<file path="config.mk">
export PLATFORM = sky130hd
export DESIGN_NAME = acp_regs
export DESIGN_NICKNAME = d
export VERILOG_FILES = /design/src/hw/acp_pkg.sv /design/src/hw/acp_regs.sv /design/src/hw/acp_scan.sv
export SDC_FILE = /design/constraint.sdc
export NUM_CORES = 1
export LEC_CHECK = 0
export ABC_AREA = 1
export BUFFER_PORTS_ARGS = -buffer_cell sky130_fd_sc_hd__buf_2
export CORE_UTILIZATION = 55
export DETAILED_ROUTE_END_ITERATION = 6
export PLACE_DENSITY = 0.95
export REMOVE_ABC_BUFFERS = 1
export SYNTH_ARGS = -nofsm -noshare
export SYNTH_HDL_FRONTEND = slang
export SYNTH_HIERARCHICAL = 1
export SYNTH_SLANG_ARGS = --single-unit
</file>
<file path="constraint.sdc">
create_clock -name clk_sys -period 6.7 [get_ports clk_sys]
set_input_delay 0.67 -clock clk_sys [delete_from_list [all_inputs] [get_ports clk_sys]]
set_output_delay 0.67 -clock clk_sys [all_outputs]
set_load 0.05 [all_outputs]
</file>
<file path="src/hw/acp_pkg.sv">
package acp_pkg;
  // Register word offsets (byte addresses are four times these)
  localparam logic [7:0]  IDX_PWRDN      = 8'h02;  // Channel power-down mask
  localparam logic [7:0]  IDX_FEATURE    = 8'h03;  // Feature select
  localparam logic [7:0]  IDX_SCAN_CTRL  = 8'h10;  // Scan control and status
  localparam logic [11:0] ADDR_PWRDN     = 12'h008;
  localparam logic [11:0] ADDR_FEATURE   = 12'h00c;
  localparam logic [11:0] ADDR_SCAN_CTRL = 12'h040;
  // Reset values, and the all-channels-down pattern
  localparam logic [7:0]  RST_PWRDN      = 8'h00;
  localparam logic [7:0]  RST_FEATURE    = 8'h00;
  localparam logic [7:0]  ALL_DOWN       = 8'hff;
  // Feature select field layout
  localparam int          CHAIN_ID_LSB   = 6;
  localparam int          FMT_LSB        = 0;
  localparam logic [7:0]  FEATURE_WMASK  = 8'hc7;  // Bits 5..3 read zero
  // Scan control field layout
  localparam int          SC_MANUAL_BIT  = 0;
  localparam int          SC_SOFTRST_BIT = 1;
  localparam int          SC_CHAN_LSB    = 4;
  // Full channel count, and present-channel mask for the small variant
  localparam int          NUM_CHAN       = 8;
  localparam logic [7:0]  MASK_4CH       = 8'h0f;
  // Conversion pacing: 500 kHz aggregate at 100 MHz
  localparam int          CONV_NS        = 2000;
  localparam int          CLK_NS         = 10;
  localparam int          CONV_CYC       = CONV_NS / CLK_NS;
  localparam logic [7:0]  CONV_CYC_W     = 8'(CONV_CYC - 1);
endpackage : acp_pkg

</file>
<file path="src/hw/acp_regs.sv">
`timescale 1ns/1ps
// Overview of operation
// Power-down mask resets to zero.
// Set bit powers down channel, drops from scan.
// All bits set: all down, data invalid.
// Host avoids powering down manual channel.
// Small variant: upper bits ignore writes, read ones.
// Bits 7-6 hold chain position, reset zero.
// Bits 5-3 read zero; host writes zero.
// Bits 2-0 select frame format, reset zero.
// Auto scan ascends, one channel per conversion.
// Power-on and soft reset restore defaults.
module acp_regs #(
  parameter bit FOUR_CHAN = 1'b0        // Build the four-channel variant
) (
  input  wire logic        clk_sys,
  input  wire logic        rst,
  input  wire logic        psel,
  input  wire logic        penable,
  input  wire logic        pwrite,
  input  wire logic [11:0] paddr,
  input  wire logic [31:0] pwdata,
  input  wire logic [3:0]  pstrb,
  output logic      [31:0] prdata,
  output logic             pready,
  output logic             pslverr,
  output logic      [7:0]  chan_powerdown,     // Front-end power-down per channel
  output logic      [1:0]  chain_position_id,  // Daisy-chain position
  output logic      [2:0]  output_frame_format,// Serial frame format
  output logic             manual_channel_mode,// Manual channel selection active
  output logic      [2:0]  active_chan,        // Channel being converted
  output logic             data_invalid,       // Converter output not valid
  output logic             manual_chan_down    // Manual channel is powered down
);
  // All state in one struct
  typedef struct packed {
    logic [7:0] pwrdn;
    logic [7:0] feature;
    logic       manual;
    logic [2:0] man_chan;
    logic [7:0] conv_cnt;
    logic [31:0] rdata;
  } acp_regs_state_t;

  acp_regs_state_t st, next_st;
  logic            wr_en;       // Write accepted this edge
  logic            rd_en;       // Read accepted this edge
  logic            soft_rst;    // Software reset request
  logic            conv_tick;   // One pulse per conversion
  logic [7:0]      present;     // Channels that exist in this variant
  logic [7:0]      eligible;    // Powered channels for the scan
  logic [2:0]      scan_chan;   // Sequencer output
  logic [7:0]      rd_val;      // Register value for a read
  logic            addr_ok;     // Address hits a register

  // Zero wait state slave; an access completes in its first access cycle
  assign pready  = 1'b1;
  assign wr_en   = psel && penable && pwrite;
  assign rd_en   = psel && penable && !pwrite;
  assign present = FOUR_CHAN ? acp_pkg::MASK_4CH : 8'hff;
  assign soft_rst = wr_en && pstrb[0] && (paddr == acp_pkg::ADDR_SCAN_CTRL)
                    && pwdata[acp_pkg::SC_SOFTRST_BIT];
  assign conv_tick = (st.conv_cnt == acp_pkg::CONV_CYC_W);

  // Address decode; unmapped addresses return an error
  always_comb begin
    addr_ok = 1'b1;
    case (paddr)
      acp_pkg::ADDR_PWRDN:     rd_val = st.pwrdn | ~present;
      acp_pkg::ADDR_FEATURE:   rd_val = st.feature & acp_pkg::FEATURE_WMASK;
      acp_pkg::ADDR_SCAN_CTRL: rd_val = {1'b0, scan_chan, 3'h0, st.manual};
      default: begin
        rd_val  = 8'h00;
        addr_ok = 1'b0;
      end
    endcase
  end
  assign pslverr = psel && penable && !addr_ok;

  // Next-state logic for registers, pacing and read data
  always_comb begin
    next_st = st;
    next_st.conv_cnt = conv_tick ? 8'h00 : 8'(st.conv_cnt + 8'h01);
    if (rd_en) begin
      next_st.rdata = {24'h0, rd_val};
    end
    if (wr_en && pstrb[0]) begin
      case (paddr)
        acp_pkg::ADDR_PWRDN: begin
          // Absent channels keep their stored zero
          next_st.pwrdn = pwdata[7:0] & present;
        end
        acp_pkg::ADDR_FEATURE: begin
          // Reserved bits never stored, so they read back zero
          next_st.feature = pwdata[7:0] & acp_pkg::FEATURE_WMASK;
        end
        acp_pkg::ADDR_SCAN_CTRL: begin
          next_st.manual   = pwdata[acp_pkg::SC_MANUAL_BIT];
          next_st.man_chan = pwdata[acp_pkg::SC_CHAN_LSB +: 3];
        end
        default: begin
          next_st = next_st;
        end
      endcase
    end
    if (soft_rst) begin
      next_st.pwrdn   = acp_pkg::RST_PWRDN;
      next_st.feature = acp_pkg::RST_FEATURE;
      next_st.manual  = 1'b0;
      next_st.man_chan = 3'h0;
    end
  end

  // State register; reset gives all defaults
  always_ff @(posedge clk_sys or posedge rst) begin
    if (rst) begin
      st <= '0;
    end else begin
      st <= next_st;
    end
  end

  // Powered, present channels form the scan set
  assign eligible = ~st.pwrdn & present;

  acp_scan u_scan (
    .clk_sys   (clk_sys),
    .rst       (rst),
    .conv_tick (conv_tick),
    .eligible  (eligible),
    .cur_chan  (scan_chan)
  );

  // Outputs
  assign prdata              = st.rdata;
  assign chan_powerdown      = st.pwrdn;
  assign chain_position_id   = st.feature[acp_pkg::CHAIN_ID_LSB +: 2];
  assign output_frame_format = st.feature[acp_pkg::FMT_LSB +: 3];
  assign manual_channel_mode = st.manual;
  assign active_chan         = st.manual ? st.man_chan : scan_chan;
  // Every present channel down means nothing is converted
  assign data_invalid        = ((st.pwrdn | ~present) == acp_pkg::ALL_DOWN)
                               || manual_chan_down;
  // Flag for host misuse; output is garbage but the block does not block it
  assign manual_chan_down    = st.manual && st.pwrdn[st.man_chan];

  // Checks below watch only what this block drives; the bus side is
  // taken as legal, so a broken host shows up as a wrong register here.
  // Reserved feature bits are never stored, which is why a host that
  // writes ones there is tolerated rather than flagged.

  // Mask must leave reset at zero, every front-end powered
  a_pwrdn_reset: assert property (@(posedge clk_sys)
    $fell(rst) |-> chan_powerdown == acp_pkg::RST_PWRDN)
    else $error("mask not zero after reset");

  // Chain position leaves reset at device zero
  a_chain_reset: assert property (@(posedge clk_sys)
    $fell(rst) |-> chain_position_id == 2'h0)
    else $error("chain id not zero after reset");

  // Frame format leaves reset at code zero
  a_fmt_reset: assert property (@(posedge clk_sys)
    $fell(rst) |-> output_frame_format == 3'h0)
    else $error("format not zero after reset");

  // Auto mode out of reset; a stale manual channel would
  // otherwise steer the first conversions somewhere unexpected
  a_mode_reset: assert property (@(posedge clk_sys)
    $fell(rst) |-> !manual_channel_mode)
    else $error("manual mode set after reset");

  // A strobed mask write lands on the next edge; a soft reset
  // on the same edge wins, so it is left out here
  a_pwrdn_write: assert property (@(posedge clk_sys) disable iff (rst)
    wr_en && pstrb[0] && paddr == acp_pkg::ADDR_PWRDN && !soft_rst
    |=> chan_powerdown == ($past(pwdata[7:0]) & present))
    else $error("mask write lost");

  // Mask moves only on its own strobed write or a soft reset;
  // a write with the low strobe off must leave it alone
  a_pwrdn_hold: assert property (@(posedge clk_sys) disable iff (rst)
    !(wr_en && pstrb[0] && paddr == acp_pkg::ADDR_PWRDN) && !soft_rst
    |=> $stable(chan_powerdown))
    else $error("mask changed without a write");

  // Mask read returns the stored mask, absent channels as ones
  a_pwrdn_read: assert property (@(posedge clk_sys) disable iff (rst)
    rd_en && paddr == acp_pkg::ADDR_PWRDN
    |=> prdata == {24'h0, $past(chan_powerdown) | ~present})
    else $error("mask read wrong");

  // Absent channels never hold a one, so the stored mask stays
  // honest even though reads show those bits as ones
  a_small_keep: assert property (@(posedge clk_sys) disable iff (rst)
    FOUR_CHAN |-> (chan_powerdown & ~acp_pkg::MASK_4CH) == 8'h00)
    else $error("absent channel bit stored");

  // Absent channels read back as ones in the small variant
  a_small_ones: assert property (@(posedge clk_sys) disable iff (rst)
    FOUR_CHAN && rd_en && paddr == acp_pkg::ADDR_PWRDN
    |=> prdata[7:4] == 4'hf)
    else $error("absent bits not ones");

  // All present channels down must flag the converter output;
  // absent channels count as down in the small variant
  a_all_invalid: assert property (@(posedge clk_sys) disable iff (rst)
    (chan_powerdown | ~present) == acp_pkg::ALL_DOWN |-> data_invalid)
    else $error("all down not invalid");

  // Output stays good while a present channel is up in auto mode
  a_valid_data: assert property (@(posedge clk_sys) disable iff (rst)
    !manual_channel_mode && (chan_powerdown | ~present) != acp_pkg::ALL_DOWN |-> !data_invalid)
    else $error("data flagged invalid with channels up");

  // Host misuse: manual channel powered down. The block does not
  // refuse the write, it only reports it
  a_manual_flag: assert property (@(posedge clk_sys) disable iff (rst)
    manual_channel_mode && chan_powerdown[active_chan] |-> manual_chan_down)
    else $error("manual channel down not seen");

  // Misuse by the host spoils the converter output
  a_manual_down: assert property (@(posedge clk_sys) disable iff (rst)
    manual_chan_down |-> data_invalid)
    else $error("manual down not flagged");

  // Feature register: two live fields around a three-bit gap. The
  // gap is masked on write, so reads and outputs can never see it

  // A feature write sets the chain position on the next edge
  a_chain_id: assert property (@(posedge clk_sys) disable iff (rst)
    wr_en && pstrb[0] && paddr == acp_pkg::ADDR_FEATURE
    |=> chain_position_id == $past(pwdata[7:6]))
    else $error("chain id wrong");

  // A feature write sets the frame format on the next edge
  a_frame_fmt: assert property (@(posedge clk_sys) disable iff (rst)
    wr_en && pstrb[0] && paddr == acp_pkg::ADDR_FEATURE
    |=> output_frame_format == $past(pwdata[2:0]))
    else $error("format wrong");

  // Feature fields move only on their own write or a soft reset
  a_feature_hold: assert property (@(posedge clk_sys) disable iff (rst)
    !(wr_en && pstrb[0] && paddr == acp_pkg::ADDR_FEATURE) && !soft_rst
    |=> $stable(chain_position_id) && $stable(output_frame_format))
    else $error("feature changed without a write");

  // Gap bits always read as zero
  a_rsvd_zero: assert property (@(posedge clk_sys) disable iff (rst)
    rd_en && paddr == acp_pkg::ADDR_FEATURE |=> prdata[5:3] == 3'h0)
    else $error("reserved nonzero");

  // Feature read packs both fields around the zero gap
  a_feature_read: assert property (@(posedge clk_sys) disable iff (rst)
    rd_en && paddr == acp_pkg::ADDR_FEATURE
    |=> prdata == {24'h0, $past(chain_position_id), 3'h0, $past(output_frame_format)})
    else $error("feature read wrong");

  // Sequencer: it moves once per conversion tick, to the next
  // eligible channel above, and parks on channel 0 with none left.
  // A mask write between ticks is honoured at the next tick only,
  // so the conversion in flight finishes on its old channel.

  // Scan channel moves only on a conversion tick
  a_scan_hold: assert property (@(posedge clk_sys) disable iff (rst)
    !conv_tick |=> $stable(scan_chan))
    else $error("scan moved between conversions");

  // With another channel eligible, each conversion moves on;
  // a lone eligible channel is converted again and again
  a_scan_moves: assert property (@(posedge clk_sys) disable iff (rst)
    conv_tick && (eligible & ~(8'h01 << scan_chan)) != 8'h00 |=> $changed(scan_chan))
    else $error("scan stuck on one channel");

  // Next channel up is taken when it is eligible, so the order
  // can only ascend, wrapping from the top to the lowest eligible channel
  a_scan_ascend: assert property (@(posedge clk_sys) disable iff (rst)
    conv_tick && eligible[3'(scan_chan + 3'h1)] |=> scan_chan == $past(3'(scan_chan + 3'h1)))
    else $error("scan skipped an eligible channel");

  // No eligible channel: conversions fall back to channel 0
  a_scan_none: assert property (@(posedge clk_sys) disable iff (rst)
    conv_tick && eligible == 8'h00 |=> scan_chan == 3'h0)
    else $error("scan left channel zero with none eligible");

  // Conversion ticks are single pulses, well apart; only the
  // first few cycles are checked to keep the property cheap
  a_conv_gap: assert property (@(posedge clk_sys) disable iff (rst)
    conv_tick |=> (!conv_tick) [*8])
    else $error("conversion ticks too close");

  // Soft reset clears the mask and both feature fields, even
  // when the same write also carries other control bits
  a_soft_reset: assert property (@(posedge clk_sys) disable iff (rst)
    soft_rst |=> chan_powerdown == acp_pkg::RST_PWRDN && chain_position_id == 2'h0
    && output_frame_format == 3'h0)
    else $error("soft reset incomplete");

  // Soft reset also drops back to auto mode
  a_soft_mode: assert property (@(posedge clk_sys) disable iff (rst)
    soft_rst |=> !manual_channel_mode)
    else $error("soft reset left manual mode");

  // Main scenarios worth seeing at least once
  // Converter output invalid: every channel down or manual channel down
  c_all_down: cover property (@(posedge clk_sys) disable iff (rst) data_invalid);
  // Software reset issued
  c_soft_rst: cover property (@(posedge clk_sys) disable iff (rst) soft_rst);
  // Unmapped address refused
  c_bad_addr: cover property (@(posedge clk_sys) disable iff (rst) pslverr);
  // A non-default frame format
  c_fmt_set:  cover property (@(posedge clk_sys) disable iff (rst) output_frame_format == 3'h3);
  // Manual channel selection in use
  c_manual_on: cover property (@(posedge clk_sys) disable iff (rst) manual_channel_mode);
endmodule : acp_regs

</file>
<file path="src/hw/acp_scan.sv">
`timescale 1ns/1ps
// Automatic scan sequencer: picks next eligible channel in ascending order
module acp_scan (
  input  wire logic       clk_sys,
  input  wire logic       rst,
  input  wire logic       conv_tick,    // One pulse per conversion
  input  wire logic [7:0] eligible,     // Channels allowed in sequence
  output logic      [2:0] cur_chan      // Channel being converted
);
  // Whole module state
  typedef struct packed {
    logic [2:0] chan;
  } acp_scan_state_t;

  acp_scan_state_t st, next_st;
  logic [2:0]      pick;    // Next candidate channel
  logic            found;   // Candidate found

  // Search upward from current channel, wrapping; channel 0 if none
  always_comb begin
    logic [2:0] c;
    c = 3'h0;
    pick = 3'h0;
    found = 1'b0;
    for (int i = 1; i <= 8; i++) begin
      c = 3'(st.chan + 3'(i));
      if (!found && eligible[c]) begin
        pick = c;
        found = 1'b1;
      end
    end
    next_st = st;
    if (conv_tick) begin
      next_st.chan = found ? pick : 3'h0;
    end
  end

  // State register
  always_ff @(posedge clk_sys or posedge rst) begin
    if (rst) begin
      st <= '0;
    end else begin
      st <= next_st;
    end
  end

  assign cur_chan = st.chan;

  // Advance lands on an eligible channel whenever one exists; a mask
  // write on the same edge as the tick is only seen at the next tick
  a_scan_eligible: assert property (@(posedge clk_sys) disable iff (rst)
    conv_tick && (eligible != 8'h00) ##1 $stable(eligible) |-> eligible[cur_chan])
    else $error("scan moved to ineligible channel");
endmodule : acp_scan
</file>
# After elaboration in Yosys (flattened, before gate mapping)
# Index checks and enable logic that the tools add are counted.
# Widths: inputs -> output; s select.
# totals
ff_bits	63
inputBits	53
output_inout_bits	53
# classes
n_addsub	8
magnitude_cmp	9
n_eq_ne	6
n_mux	45
bitwise_logic	1
reduce_logical	34
# op_table
op	count
$mux 60	1
$lt 3x4->1 const B	9
$mux 32	1
$mux 3	10
$bmux 1 s3	9
$eq 12x4->1 const B	2
$mux 8	3
$pmux 8 s3	1
$mux 20	1
$mux 1	18
$eq 8x8->1 const B	2
$logic_and 1x1->1	15
$add 3x3->3 const B	4
$eq 12x7->1 const B	1
$logic_not 1->1	9
$add 8x1->8 const B	1
$not 8->8	1
$reduce_and 2->1	4
$reduce_bool 2->1	4
$add 3x2->3 const B	2
$mux 4	1
$add 3x1->3 const B	1
$reduce_or 3->1	1
$ne 2x2->1 const B	1
$logic_or 1x1->1	1

# Logic depth before layout (Yosys ltp)
# logic_depth
word_depth	27
depth_mapped	17
depth_no_buf	16

# Hierarchy
# Netlist, hierarchy kept.
# by_module_without_submodules
mod	instances	cells_per_inst	area_per_inst_um2
acp_regs	1	293	2238.4
acp_scan	1	150	845.8

# Worst setup path before layout
# No wires, ideal clock.
# synth_timing
path_type	input to output
startpoint	input paddr[11]
endpoint	output pslverr
t_arrival_ns	1.828
t_required_ns	6.030
slack_ns	4.202
cell_stages	7
path_buffers	1
path_cell_list	nor2_1 > nand2_2 > inv_2 > buf_4 > nand2_1 > nand3_1 > nor2_1
# synth_via
elab_chain_cells	5
# synth_rtl
item	line	text
start: declaration	acp_regs.sv:21	input wire logic [11:0] paddr,
$eq 12x7->1 / $eq 12x4->1 (equally long branches)	acp_regs.sv:68	case (paddr)
$reduce_or 3->1 (no line) (*)	--	
$mux 1 (*)	acp_regs.sv:68	
$logic_not 1->1 (*)	acp_regs.sv:78	assign pslverr = psel && penable && !addr_ok;
$logic_and 1x1->1 (*)	acp_regs.sv:78	
end: declaration	acp_regs.sv:26	output logic pslverr,
# Every way passes the cells marked *; elsewhere a longest branch is shown, timed or not.

# Final worst setup path
# layout_timing
startpoint	register u_scan.st, in the netlist u_scan/cur_chan[0]
endpoint	register u_scan.st, in the netlist u_scan/cur_chan[1]
# layout_via
elab_chain_cells	27
# layout_rtl
item	line	text
start: declaration	acp_scan.sv:15	acp_scan_state_t st, next_st;
start signal: assignment	acp_scan.sv:43	st <= next_st;
$add 3x1->3	acp_scan.sv:26	c = 3'(st.chan + 3'(i));
$bmux 1 s3	acp_scan.sv:27	if (!found && eligible[c]) begin
$mux 1 (not written as such)	acp_scan.sv:27	
$mux 1	acp_scan.sv:27	
$logic_not 1->1	acp_scan.sv:27	
$logic_and 1x1->1	acp_scan.sv:27	
$mux 1	acp_scan.sv:27	
$logic_not 1->1	acp_scan.sv:27	
[11 not listed]	--	
$logic_not 1->1	acp_scan.sv:27	
$logic_and 1x1->1	acp_scan.sv:27	
$mux 1	acp_scan.sv:27	
$logic_not 1->1	acp_scan.sv:27	
$logic_and 1x1->1	acp_scan.sv:27	
$mux 1	acp_scan.sv:27	
$ne 2x2->1 (no line)	--	
$reduce_and 2->1 (no line)	--	
# Several ways; a longest one is shown, not always the timed one. The select of a mux whose other input is x is not followed.
# A chain may end at the register's enable or synchronous reset.

==> metrics.cfg <==
[timing]
worst_pin_slew_ps = 625.6
fin_crit_sh = 0.4007
hold_violations = 0
setup-tns-final_ps = 0
slew_viol_final = 0
skew_ps = 9.427
setup_viol = 0
max_slew_margin = 0.5829
rsz0062_at_grt = false
min_period_ps = 2685
fmax_ghz = 0.3725

[clock_tree]
cts_tree = built
clk_latency_ps = 280
cts_sinks = 36
cts_setup_buffers = 0
postCtsResizedCells = 0
numCtsBuffers = 5
ctsRootBufferMaster = clkbuf_8
clock_path_buffers = 2
path_clk_slew_ps = 70
ctsHtreeMaxLevel = 2
hold_buffers = 0

[global_routing]
first_global_vias = 2662
antenna_found_initial = 0
grt_max_degree = 34
grt_pass1_wl_um = 11440
overflow = 0
grt_util_all_layers = 0.2368

[place]
globalplace.congestion = 0.9904
dp_hpwl_um = 5314
placed_cell_area_sq_mm = 0.003109
io_buffers = 53

[cells_and_area]
layout-drive-gt1-share = 0.2182
antenna_cells_inserted = 0
area_growth_pct = 3.327
finish.utilization = 0.6085
finalNetCount = 528
n_fill_cell = 477
multiInputGateArea_sq_mm = 0.001649
regArea_sq_um = 900.9
stdcell_area_sq_mm = 0.003187

[power_and_ir_drop]
peakVddDrop_mv = 0.09380
p_leak_uw = 0.001864
pwr_density_cell_mw_per_mm2 = 130.3

[outcome]
status = finished clean

[yosys]
synth.avg_cell_area_sq_um = 6.962
synth.distinct_cells = 35
syn_inst = 443
syn_area_sq_mm = 0.003084
ys_seq_elements = 36
ys_async_sr_fraction = 1.000
synth_edf_count = 0
yosysWarnings = 6
synth_ff_type = dfrtp_1
ys_seq_area_frac = 0.2921

[worst_setup_path]
critPathMaxFanout = 14
end_kind = flip-flop
critPathKind = reg -> reg
startpoint_type = flip-flop
cp.arrival_ps = 2860
worstPathRequired_ps = 6880

[drt]
wl_per_cell_um = 12.47
routed_wl_um = 6760
avgViaCountPerCell = 5.386
dr.pass1.iters = 5
vias = 2919
drtIter0Drc = 205
drtAntennaViolNets = 0
drc = 0

[floorplanning]
die_h_um = 76.89
die_w_um = 76.89
io_pins = 106
core_sq_mm = 0.005238
num_rows = 26
dieArea_sq_mm = 0.005911
start_util = 0.5889

[hold_path]
hp-class = in -> async

[run]
max-cap-violations = 0

-- metal layers --
| layer | part of all wire | routed length, um | vias up | track usage |
|---|---|---|---|---|
| met5 | 0 | 0 | - | 0 |
| met4 | 0.019 | 126 | 0 | 0.1077 |
| met3 | 0.080 | 539 | 18 | 0.04524 |
| met2 | 0.50 | 3365 | 153 | 0.3982 |
| met1 | 0.40 | 2729 | 1344 | 0.2916 |
| li1 | - | - | 1404 | - |
-- final cells by class --
class                   count  area share
inverters                  51     0.06243
well taps                  70     0.02748
multi-input cells         324      0.5175
flip-flops and latches     36      0.2827
clock inverters             1    0.001570
clock buffers               6     0.02277
repair buffers             54     0.08559
-- power by group --
part | internal, uW | switching (uW)
Combinational | 8.34 | 47.5
Clock | 70.6 | 71.4
Sequential | 217 | 0.0790
-- cells in the final DEF (no fill, tap or decap), drive strengths merged, types with 3 or more instances in the layout --
cell / n
clkbuf: 6
conb: 25
dfrtp: 36
ha: 3
nor2: 42
o21ai: 20
a21oi: 12
buf: 54
nand2: 126
nand3: 80
nand4: 6
inv: 50
-- Yosys cell counts, types with 2 or more instances --
library cell | number | area share
nor2_4 | 5 | 0.018
nor2_2 | 3 | 0.0061
conb_1 | 2 | 0.0024
nor4_1 | 2 | 0.0041
dfrtp_1 | 36 | 0.29
xor2_2 | 2 | 0.011
buf_4 | 47 | 0.11
a21oi_1 | 12 | 0.019
o21ai_0 | 13 | 0.021
ha_1 | 3 | 0.012
inv_1 | 42 | 0.051
nand2_2 | 11 | 0.022
nor2_8 | 2 | 0.013
clkbuf_1 | 2 | 0.0024
nand4_4 | 2 | 0.014
nand3_2 | 6 | 0.019
nand4_1 | 4 | 0.0081
inv_2 | 6 | 0.0073
nand3_4 | 2 | 0.011
nand2_1 | 114 | 0.14
nand3_1 | 72 | 0.12
o21ai_1 | 7 | 0.011
buf_6 | 5 | 0.018
nor2_1 | 32 | 0.039
-- final timing paths --
check | from | endpoint | slack [ps] | depth (start not counted)
worst max register to register | u_scan/cur_chan[0] | u_scan/cur_chan[1] | 4020 | 14
worst min register to register | st[32] | st[32] | 460 | 1
min in group clk_sys | st[32] | st[32] | 460 | 1
worst min-delay path | rst | u_scan/cur_chan[2] | 250 | 2
worst max-delay path | u_scan/cur_chan[0] | u_scan/cur_chan[1] | 4020 | 14
max in group asynchronous | rst | st[36] | 5920 | 3
-- state kept, by name, indices dropped and copies added, names as in the netlist --
| register | count |
|---|---|
| st | 11 |
| chan_powerdown | 8 |
| prdata | 8 |
| output_frame_format | 3 |
| u_scan/cur_chan | 3 |
| chain_position_id | 2 |
| manual_channel_mode | 1 |
-- per-stage QoR --
step                      power (uW)  std cells  hold slack (ps)  setup WS (ps)
after global placement         276.4        535            444.7           4144
after detailed placement       277.3        535            450.7           4079
after global routing           432.1        542            249.7           3755
after CTS                      417.9        542            243.9           4066
final                          415.2        542            246.9           4015
after floorplan                264.4        411            423.6           4304
-- cell families (layout without fill, tap and decap cells) --
family                   after synthesis  in the layout  synth area share
AO/OA/AOI/OAI                         35             35           0.05842
adder cells (fa/ha/maj)                3              3           0.01217
XOR/XNOR                               3              3           0.01339
other                                  2             25          0.002435
multiplexers                           1              1          0.003651
flip-flops                            36             36            0.2921
buffers and inverters                106            112            0.2012
AND/OR/NAND/NOR                      257            257            0.4166
-- worst max-delay path, stage by stage (launching register included) --
cell and delay [ps]:
dfrtp_1 670, inv_2 170, ha_1 450, inv_2 160, nand3_1 130, nand3_2 130, nand2_4 80, nor2_4 150
nand4_4 120, nor2_4 140, nand2_2 80, nor2_1 130, nor2_2 60, nand2_1 50, nand2_1 40
Note: power is estimated with default switching activity, not from simulation.
